File: src/include/wdtr_pkg.sv
// wdtr_pkg: register map, field positions, reset values and counts for the watchdog block.
// assumes a 32-bit apb with byte addresses; registers sit in the low bits of each word.
package wdtr_pkg;
	localparam logic [11:0] WDTR_CTRL_OFS = 12'h000;
	localparam logic [11:0] WDTR_STAT_OFS = 12'h004;
	localparam logic [11:0] WDTR_CFG_OFS  = 12'h008;

	// control register
	localparam logic [7:0] WDTR_CTRL_RST    = 8'h7A;
	localparam int         WDTR_KEEP_ON_BIT = 7;
	localparam int         WDTR_TSEL_MSB    = 6;
	localparam int         WDTR_TSEL_LSB    = 4;
	localparam int         WDTR_KEY_MSB     = 3;
	localparam logic [3:0] WDTR_KEY_OFF     = 4'hA;

	// configuration register
	localparam logic [3:0] WDTR_CFG_RST     = 4'h5;
	localparam int         WDTR_CFG_EN_BIT  = 0;
	localparam int         WDTR_CFG_SYS_BIT = 1;
	localparam int         WDTR_CFG_RC_BIT  = 2;
	localparam int         WDTR_CFG_PAIR_BIT = 3;

	// status register
	localparam int WDTR_STAT_TO_BIT  = 0;
	localparam int WDTR_STAT_PDF_BIT = 1;

	// counter: 2^(base+code) watchdog clock periods
	localparam int          WDTR_CNT_W     = 15;
	localparam logic [14:0] WDTR_CNT_FULL  = 15'h7FFF;
	localparam logic [3:0]  WDTR_TSEL_BASE = 4'h8;
	localparam int          WDTR_SYS_DIV   = 4;
	localparam logic [1:0]  WDTR_DIV_LAST  = 2'(WDTR_SYS_DIV - 1);

	// synchroniser lanes
	localparam int WDTR_LANE_LXT = 0;
	localparam int WDTR_LANE_RC  = 1;
	localparam int WDTR_LANE_PIN = 2;

	typedef enum logic [1:0] {
		WDTR_LAST_NONE,
		WDTR_LAST_FIRST,
		WDTR_LAST_SECOND
	} wdtr_pair_t;
endpackage

File: src/include/wdtr_clr_if.sv
// wdtr_clr_if: clear instruction strobes and the accept answer between top and clear logic.
// assumes strobes are one-cycle pulses on core_clk.
`timescale 1ns/10ps
interface wdtr_clr_if (
	input wire logic core_clk,
	input wire logic reset_n
);
	logic single;
	logic first;
	logic second;
	logic enabled;
	logic paired;
	logic accept;

	modport ctl (
		input  core_clk,
		input  reset_n,
		input  single,
		input  first,
		input  second,
		input  enabled,
		input  paired,
		output accept
	);
	modport top (
		output single,
		output first,
		output second,
		output enabled,
		output paired,
		input  accept
	);
endinterface

File: src/design/wdtr_clear_ctl.sv
// wdtr_clear_ctl: decides which software clear instructions are accepted.
// assumes at most one clear strobe per cycle.
`timescale 1ns/10ps
module wdtr_clear_ctl (
	wdtr_clr_if.ctl clr
);
	import wdtr_pkg::*;

	wdtr_pair_t last;

	always_comb begin
		if (!clr.enabled) begin
			clr.accept = 1'b0;
		end else if (clr.paired) begin
			clr.accept = (clr.first & (last != WDTR_LAST_FIRST)) |
				(clr.second & (last != WDTR_LAST_SECOND));
		end else begin
			clr.accept = clr.single;
		end
	end

	always_ff @(posedge clr.core_clk) begin
		if (!clr.reset_n) begin
			last <= WDTR_LAST_NONE;
		end else if (clr.accept && clr.paired) begin
			last <= clr.first ? WDTR_LAST_FIRST : WDTR_LAST_SECOND;
		end
	end
endmodule

File: src/design/wdtr_sync_edge.sv
// wdtr_sync_edge: two-flop synchronisers with rising-edge pulses for the oscillator and reset pins.
// assumes inputs are asynchronous to core_clk and much slower than it.
`timescale 1ns/10ps
module wdtr_sync_edge (
	input  wire logic       core_clk,
	input  wire logic       reset_n,
	input  wire logic [2:0] async_in,
	output logic      [2:0] level,
	output logic      [2:0] rise
);
	import wdtr_pkg::*;

	logic [2:0] meta;
	logic [2:0] prev;

	genvar i;
	generate
		for (i = 0; i < 3; i++) begin : g_lane
			always_ff @(posedge core_clk) begin
				if (!reset_n) begin
					meta[i]  <= 1'b0;
					level[i] <= 1'b0;
					prev[i]  <= 1'b0;
				end else begin
					meta[i]  <= async_in[i];
					level[i] <= meta[i];
					prev[i]  <= level[i];
				end
			end
			assign rise[i] = level[i] & ~prev[i];
		end
	endgenerate
endmodule

File: src/design/wdtr_top.sv
// wdtr_top: watchdog counter, control/status/config registers on apb, reset requests.
// assumes cpu strobes and mode levels are on core_clk; oscillator and reset pins are asynchronous.
// Summary of operation
// - watchdog clock is sub clock or sysclk/4
// - sub clock from crystal or rc oscillator
// - timeout is 2^(8+code) watchdog clock periods
// - key other than 1010 keeps watchdog running
// - disabled only if option off and key 1010
// - key field resets to 1010
// - disabled watchdog ignores its clears; halt still sets power-down
// - overflow in normal mode: full reset, flag
// - overflow in low power: pc/sp reset, flag
// - pin low, accepted clear, halt clear counter
// - option picks single or paired clear
// - paired clears must alternate to count
// - bit 7 keeps system clock in idle
// - sysclk source stops when system clock stops
// - clear sets power-down off, halt sets it
// - idle with clock on: halt clears, resumes
`timescale 1ns/10ps
module wdtr_top (
	input  wire logic        core_clk,
	input  wire logic        reset_n,
	input  wire logic        psel,
	input  wire logic        penable,
	input  wire logic        pwrite,
	input  wire logic [11:0] paddr,
	input  wire logic [31:0] pwdata,
	output logic      [31:0] prdata,
	output logic             pready,
	output logic             pslverr,
	input  wire logic        low_speed_crystal_osc,
	input  wire logic        low_speed_rc_osc,
	input  wire logic        external_reset_pin_n,
	input  wire logic        clear_single_instr,
	input  wire logic        clear_pair_first_instr,
	input  wire logic        clear_pair_second_instr,
	input  wire logic        halt_instr,
	input  wire logic        sleep_mode,
	input  wire logic        idle_mode,
	output logic             system_clock_run,
	output logic             device_reset_req,
	output logic             pc_sp_reset_req,
	output logic             timeout_flag,
	output logic             power_down_flag,
	output logic             watchdog_enabled
);
	import wdtr_pkg::*;

	logic [7:0]            watchdog_control;
	logic [3:0]            watchdog_config;
	logic [WDTR_CNT_W-1:0] count;
	logic [WDTR_CNT_W-1:0] mask;
	logic [1:0]            prediv;
	logic [2:0]            pin_level;
	logic [2:0]            pin_rise;
	logic [2:0]            tsel;
	logic [3:0]            soft_enable_key;
	logic                  idle_sysclk_keep_on;
	logic                  cfg_enable;
	logic                  cfg_src_sys;
	logic                  cfg_sub_rc;
	logic                  cfg_paired;
	logic                  enabled;
	logic                  low_power;
	logic                  sys_run;
	logic                  sys_tick;
	logic                  sub_tick;
	logic                  watchdog_clock;
	logic                  clear_cnt;
	logic                  overflow;
	logic                  accept;
	logic                  apb_setup;
	logic                  apb_write;
	logic                  hit_ctrl;
	logic                  hit_stat;
	logic                  hit_cfg;

	wdtr_sync_edge u_sync (
		.core_clk (core_clk),
		.reset_n  (reset_n),
		.async_in ({external_reset_pin_n, low_speed_rc_osc, low_speed_crystal_osc}),
		.level    (pin_level),
		.rise     (pin_rise)
	);

	wdtr_clr_if u_clr_if (
		.core_clk (core_clk),
		.reset_n  (reset_n)
	);

	assign u_clr_if.single  = clear_single_instr;
	assign u_clr_if.first   = clear_pair_first_instr;
	assign u_clr_if.second  = clear_pair_second_instr;
	assign u_clr_if.enabled = enabled;
	assign u_clr_if.paired  = cfg_paired;
	assign accept           = u_clr_if.accept;

	wdtr_clear_ctl u_clear (
		.clr (u_clr_if.ctl)
	);

	// field views
	assign idle_sysclk_keep_on = watchdog_control[WDTR_KEEP_ON_BIT];
	assign tsel                = watchdog_control[WDTR_TSEL_MSB:WDTR_TSEL_LSB];
	assign soft_enable_key     = watchdog_control[WDTR_KEY_MSB:0];
	assign cfg_enable          = watchdog_config[WDTR_CFG_EN_BIT];
	assign cfg_src_sys         = watchdog_config[WDTR_CFG_SYS_BIT];
	assign cfg_sub_rc          = watchdog_config[WDTR_CFG_RC_BIT];
	assign cfg_paired          = watchdog_config[WDTR_CFG_PAIR_BIT];

	// option enable wins; otherwise only the off key disables
	assign enabled = cfg_enable | (soft_enable_key != WDTR_KEY_OFF);

	assign low_power = sleep_mode | idle_mode;
	assign sys_run   = ~(sleep_mode | (idle_mode & ~idle_sysclk_keep_on));

	// system clock divided by four, held at zero while the system clock is stopped
	always_ff @(posedge core_clk) begin
		if (!reset_n || !sys_run) begin
			prediv <= 2'h0;
		end else begin
			prediv <= prediv + 2'h1;
		end
	end

	assign sys_tick       = sys_run & (prediv == WDTR_DIV_LAST);
	assign sub_tick       = cfg_sub_rc ? pin_rise[WDTR_LANE_RC] : pin_rise[WDTR_LANE_LXT];
	assign watchdog_clock = cfg_src_sys ? sys_tick : sub_tick;

	// halt clears in every low-power entry; counting resumes on its own
	assign clear_cnt = ~pin_level[WDTR_LANE_PIN] | accept | halt_instr | ~enabled;

	// bits at and above the selected exponent are ignored by the terminal compare
	assign mask     = WDTR_CNT_FULL << ({1'b0, tsel} + WDTR_TSEL_BASE);
	assign overflow = watchdog_clock & ~clear_cnt & ((count | mask) == WDTR_CNT_FULL);

	always_ff @(posedge core_clk) begin
		if (!reset_n) begin
			count <= '0;
		end else if (clear_cnt) begin
			count <= '0;
		end else if (overflow) begin
			count <= '0;
		end else if (watchdog_clock) begin
			count <= count + 15'h0001;
		end
	end

	always_ff @(posedge core_clk) begin
		if (!reset_n) begin
			device_reset_req <= 1'b0;
			pc_sp_reset_req  <= 1'b0;
		end else begin
			device_reset_req <= overflow & ~low_power;
			pc_sp_reset_req  <= overflow & low_power;
		end
	end

	// time-out flag: clear by instruction or halt wins over overflow set, since it masks the overflow
	always_ff @(posedge core_clk) begin
		if (!reset_n) begin
			timeout_flag <= 1'b0;
		end else if (overflow) begin
			timeout_flag <= 1'b1;
		end else if (accept || halt_instr) begin
			timeout_flag <= 1'b0;
		end
	end

	always_ff @(posedge core_clk) begin
		if (!reset_n) begin
			power_down_flag <= 1'b0;
		end else if (halt_instr) begin
			power_down_flag <= 1'b1;
		end else if (accept) begin
			power_down_flag <= 1'b0;
		end
	end

	always_ff @(posedge core_clk) begin
		if (!reset_n) begin
			watchdog_enabled <= 1'b0;
			system_clock_run <= 1'b0;
		end else begin
			watchdog_enabled <= enabled;
			system_clock_run <= sys_run;
		end
	end

	// apb slave, zero wait states
	assign pready    = 1'b1;
	assign apb_setup = psel & ~penable;
	assign apb_write = psel & penable & pwrite;

	always_comb begin
		hit_ctrl = 1'b0;
		hit_stat = 1'b0;
		hit_cfg  = 1'b0;
		if (paddr == WDTR_CTRL_OFS) begin
			hit_ctrl = 1'b1;
		end else if (paddr == WDTR_STAT_OFS) begin
			hit_stat = 1'b1;
		end else if (paddr == WDTR_CFG_OFS) begin
			hit_cfg = 1'b1;
		end
	end

	always_ff @(posedge core_clk) begin
		if (!reset_n) begin
			watchdog_control <= WDTR_CTRL_RST;
		end else if (apb_write && hit_ctrl) begin
			watchdog_control <= pwdata[7:0];
		end
	end

	always_ff @(posedge core_clk) begin
		if (!reset_n) begin
			watchdog_config <= WDTR_CFG_RST;
		end else if (apb_write && hit_cfg) begin
			watchdog_config <= pwdata[3:0];
		end
	end

	// read data and error are captured in the setup cycle
	always_ff @(posedge core_clk) begin
		if (!reset_n) begin
			prdata  <= 32'h00000000;
			pslverr <= 1'b0;
		end else if (apb_setup) begin
			pslverr <= ~(hit_ctrl | hit_stat | hit_cfg);
			if (hit_ctrl) begin
				prdata <= {24'h000000, watchdog_control};
			end else if (hit_stat) begin
				prdata <= {30'h00000000, power_down_flag, timeout_flag};
			end else if (hit_cfg) begin
				prdata <= {28'h0000000, watchdog_config};
			end else begin
				prdata <= 32'h00000000;
			end
		end
	end

	// cycles since the last divided system clock tick; never beyond the divide ratio while running
	logic [2:0] tick_gap;

	always_ff @(posedge core_clk) begin
		if (!reset_n || !sys_run || sys_tick) begin
			tick_gap <= 3'h0;
		end else if (tick_gap != 3'h7) begin
			tick_gap <= tick_gap + 3'h1;
		end
	end
endmodule

File: config.mk
export PLATFORM = sky130hd
export DESIGN_NAME = wdtr_top
export DESIGN_NICKNAME = d
export VERILOG_FILES = /design/src/include/wdtr_pkg.sv /design/src/include/wdtr_clr_if.sv /design/src/design/wdtr_clear_ctl.sv /design/src/design/wdtr_sync_edge.sv /design/src/design/wdtr_top.sv
export SDC_FILE = /design/constraint.sdc
export NUM_CORES = 1
export LEC_CHECK = 0
export BUFFER_PORTS_ARGS = -buffer_cell sky130_fd_sc_hd__buf_4
export CORE_ASPECT_RATIO = 0.6
export CORE_MARGIN = 4
export CORE_UTILIZATION = 35
export DETAILED_ROUTE_END_ITERATION = 8
export HOLD_SLACK_MARGIN = 0.1
export SYNTH_ARGS = -nofsm -noshare
export SYNTH_HDL_FRONTEND = slang
export SYNTH_SLANG_ARGS = --single-unit
File: constraint.sdc
create_clock -name core_clk -period 2.7 [get_ports core_clk]
set_input_delay 0.135 -clock core_clk [delete_from_list [all_inputs] [get_ports core_clk]]
set_output_delay 0.135 -clock core_clk [all_outputs]
set_load 0.005 [all_outputs]
==> qor.csv <==
stage,metric,value,unit
timing,Tcrit/Tclk final,83.5,%
yosys,Area contributors post-synth,"dfxtp_1 42%, buf_4 7.3%, mux2i_1 5.1%, nand2_1 3.8%, and2_1 3.4%",
critical_path,Worst R2R Setup Slack,0.55,ns
critical_path,CP max FO,9,
critical_path,CP max-delay cell,or4_4,
detailed_routing,drt initial violations,136,
grt,largest net degree at the start of global routing,41,
critical_path,Critical Path Source,idle_mode,
detailed_routing,drt drc,0,
clock_tree,CTS Buf Count,5,
die,Core ar.,6910,µm²
cells_and_area,Area Growth Syn to Fin,25.2,%
yosys,Post-synth EDFFs,0,
critical_path,CP max stage delay,0.57,ns
yosys,Syn Std Cell Area,2570,µm²
clock_tree,Max Root-Sink Buffers,2,
yosys,dominant synthesized flop cell,dfxtp_1,
timing,Worst Skew,0.00684,ns
cells_and_area,# fillers,672,
placement,Final GP Congestion,0.789,
critical_path,WP data required,2.84,ns
cells_and_area,sequential cell area,1080,µm²
timing,RSZ-0062 raised after global routing,false,
die,num rows,23,
yosys,yosys warns,0,
grt,total global routing overflow,0,
detailed_routing,routed wire length per instance,13.7,µm
grt,initial antenna violation count,0,
clock_tree,CTS Sinks,54,
cells_and_area,most frequent cells in the layout,"54 x dfxtp_1, 53 x buf_4, 26 x nand2_1",
cells_and_area,layout cells sized above 1,19.1,%
clock_tree,TritonCTS clock tree,built,
timing,worst slew pin tran,0.955,ns
min_path,Hold Crit Class,in2reg,
detailed_routing,Via Count,2121,
power,Power Density,490,nW/µm²
power,VDD IR max,242,µV
grt,GRT Total Usage,13.5,%
flow_run,max cap viols,0,
timing,setup TNS,0,ns
status,status,completed,
yosys,Yosys top cell by area,dfxtp_1,
cells_and_area,Multi-input gate area,1320,µm²
power,Pleak,1.26,nW
timing,number of setup violations in the final report,0,
yosys,Synth Instances,286,
die,die width,119,µm
timing,FMAX,444,MHz
die,Die H,74.4,µm
critical_path,CP cell instances,dlygate4sd3_1 -> buf_4 -> nor2b_1 -> o31a_1 -> or4_4 -> nor4_4 -> nor3_1,
placement,Port Buffers,48,
yosys,"Seq/Total Area, Yosys",42.0,%
cells_and_area,"commonest non-fill, non-tap cell in the layout",dfxtp_1,
detailed_routing,antenna-violating nets left,0,
power,total power,1.58,mW
detailed_routing,vias per cell,4.90,
critical_path,reg-to-reg critical path startpoint,prediv[0]$_SDFF_PP0_,
critical_path,RR Endpoint,count[7]$_SDFFE_PP0P_,
critical_path,critical path arrival,2.40,ns
critical_path,Register-to-Register Path Depth,6,
critical_path,CP Launch Type,input port,
clock_tree,"Clk Latency, worst-skew pair",0.29,ns
die,Initial Util,37.3,%
timing,final hold vios,0,
yosys,Netlist cell types,43,
yosys,Avg Inst Size Synth,9.00,µm²
cells_and_area,Inserted Diodes,0,
placement,Detailed Place HPWL,4.41,mm
critical_path,Crit. End Element,register,
timing,fin. max-slew vios,0,
grt,first-pass GRT wire length,9.63,mm
clock_tree,htree depth,2,
clock_tree,Clock Pin Slew Worst Setup and Hold Paths,0.07,ns
die,# IOs,98,
yosys,#FFs+latches synth,54,
critical_path,critical path class,in2reg,
yosys,async set-reset flop share out of synthesis,0,%
timing,fin crit period,2.25,ns
grt,number of global-route vias before repair,2009,
critical_path,crit path capture,count[7]$_SDFFE_PP0P_,
cells_and_area,nets@finish,405,
die,die footprint,8830,µm²
detailed_routing,WL final,5.92,mm
detailed_routing,first drt pass iteration count,4,
timing,relative slew slack,35.9,%
clock_tree,clock root cell,clkbuf_16,
yosys,top-area cell type share of the netlist area,42.0,%
synth_stat cells (all sizes together), types with 2 or more instances:
master and count:
dfxtp 54, buf 27, nand2 26, and2 14, mux2i 13, nor4 13
clkbuf 11, nor2 11, nor3 11, nand3 10, xnor2 10, a21oi 9
nor2b 9, o21ai 8, inv 6, o211ai 6, nor4b 5, a32o 4
nand2b 4, nand4 4, and3 3, a21boi 2, and4 2, conb 2
ha 2, nor3b 2, o2111ai 2, o21a 2, o31ai 2, o32ai 2
per-stage QoR:
stage	cells	setup slack [ns]	utilization [%]	area (µm²)	hold slack (ns)
CTS	433	0.435	46.7	3220	0.133
floorplan	309	0.836	-	2660	0.213
finish	433	0.445	46.7	3220	0.138
global route	433	0.336	46.7	3220	0.141
detailed placement	411	0.558	42.4	2930	0.348
global placement	411	0.589	42.4	2930	0.346
critical path, delay by kind of cell:
family | cells | cell delay [ns]
AOI/OAI and AO/OA | 1 | 0.31
buffers and inverters | 2 | 0.70
and+or+nand+nor | 4 | 1.26
cell families (layout without fill, tap and decap cells):
family | after synthesis | count (layout) | synth area share [%]
AO/OA/AOI/OAI | 43 | 43 | 11.7
AND/OR/NAND/NOR | 118 | 118 | 26.4
other | 2 | 25 | 0.292
adder cells (fa/ha/maj) | 2 | 2 | 0.972
flip-flops | 54 | 54 | 42.0
multiplexers | 13 | 13 | 5.06
buffers and inverters | 44 | 81 | 10.2
XOR/XNOR | 10 | 10 | 3.40
sequential cells by signal (all words and copies together), names as in the netlist:
register and flops:
count 15, prdata 8, watchdog_control 8, watchdog_config 4
u_sync.level 3, u_sync.meta 3, prediv 2, u_clear.last 2
u_sync.prev 2, device_reset_req 1, pc_sp_reset_req 1, power_down_flag 1
pslverr 1, system_clock_run 1, timeout_flag 1, watchdog_enabled 1
per-layer routing:
layer	global-route usage (%)	wire length, µm
met5	0	0
met4	3.08	57
met1	19.8	3090
met2	20.4	2460
met3	3.04	317
final cells by class:
cell class	instances	share of cell area [%]
Clock buffer	6	4.31
Clock inverter	2	0.505
Inverter	6	0.699
Multi-Input combinational cell	211	40.9
Sequential cell	54	33.5
Tap cell	87	3.38
Timing Repair Buffer	67	16.7
how the worst min path moves through the flow:
stage / start / end / slack [ns] / cells past startpoint
floorplan: idle_mode / device_reset_req$_SDFF_PN0_ / 0.21 / 1
global placement: idle_mode / device_reset_req$_SDFF_PN0_ / 0.35 / 2
detailed placement: low_speed_crystal_osc / u_sync.meta[0]$_SDFF_PN0_ / 0.35 / 2
CTS: penable / pslverr$_SDFFE_PN0P_ / 0.13 / 3
global route: penable / pslverr$_SDFFE_PN0P_ / 0.14 / 3
finish: penable / pslverr$_SDFFE_PN0P_ / 0.14 / 3
report_power, final:
group	switching (mW)	internal [mW]	total, mW	leakage [nW]
Clock	0.282	0.372	0.655	0.0735
Combinational	0.0520	0.0634	0.115	0.748
Sequential	0.00371	0.805	0.809	0.438
what timing repair did:
action,4_1_cts,5_1_grt
hold buffers,14,0
buffers inserted,0,0
endpoints found under the hold margin,14,0
resized for setup,0,0
(Power assumes the default switching activity.)
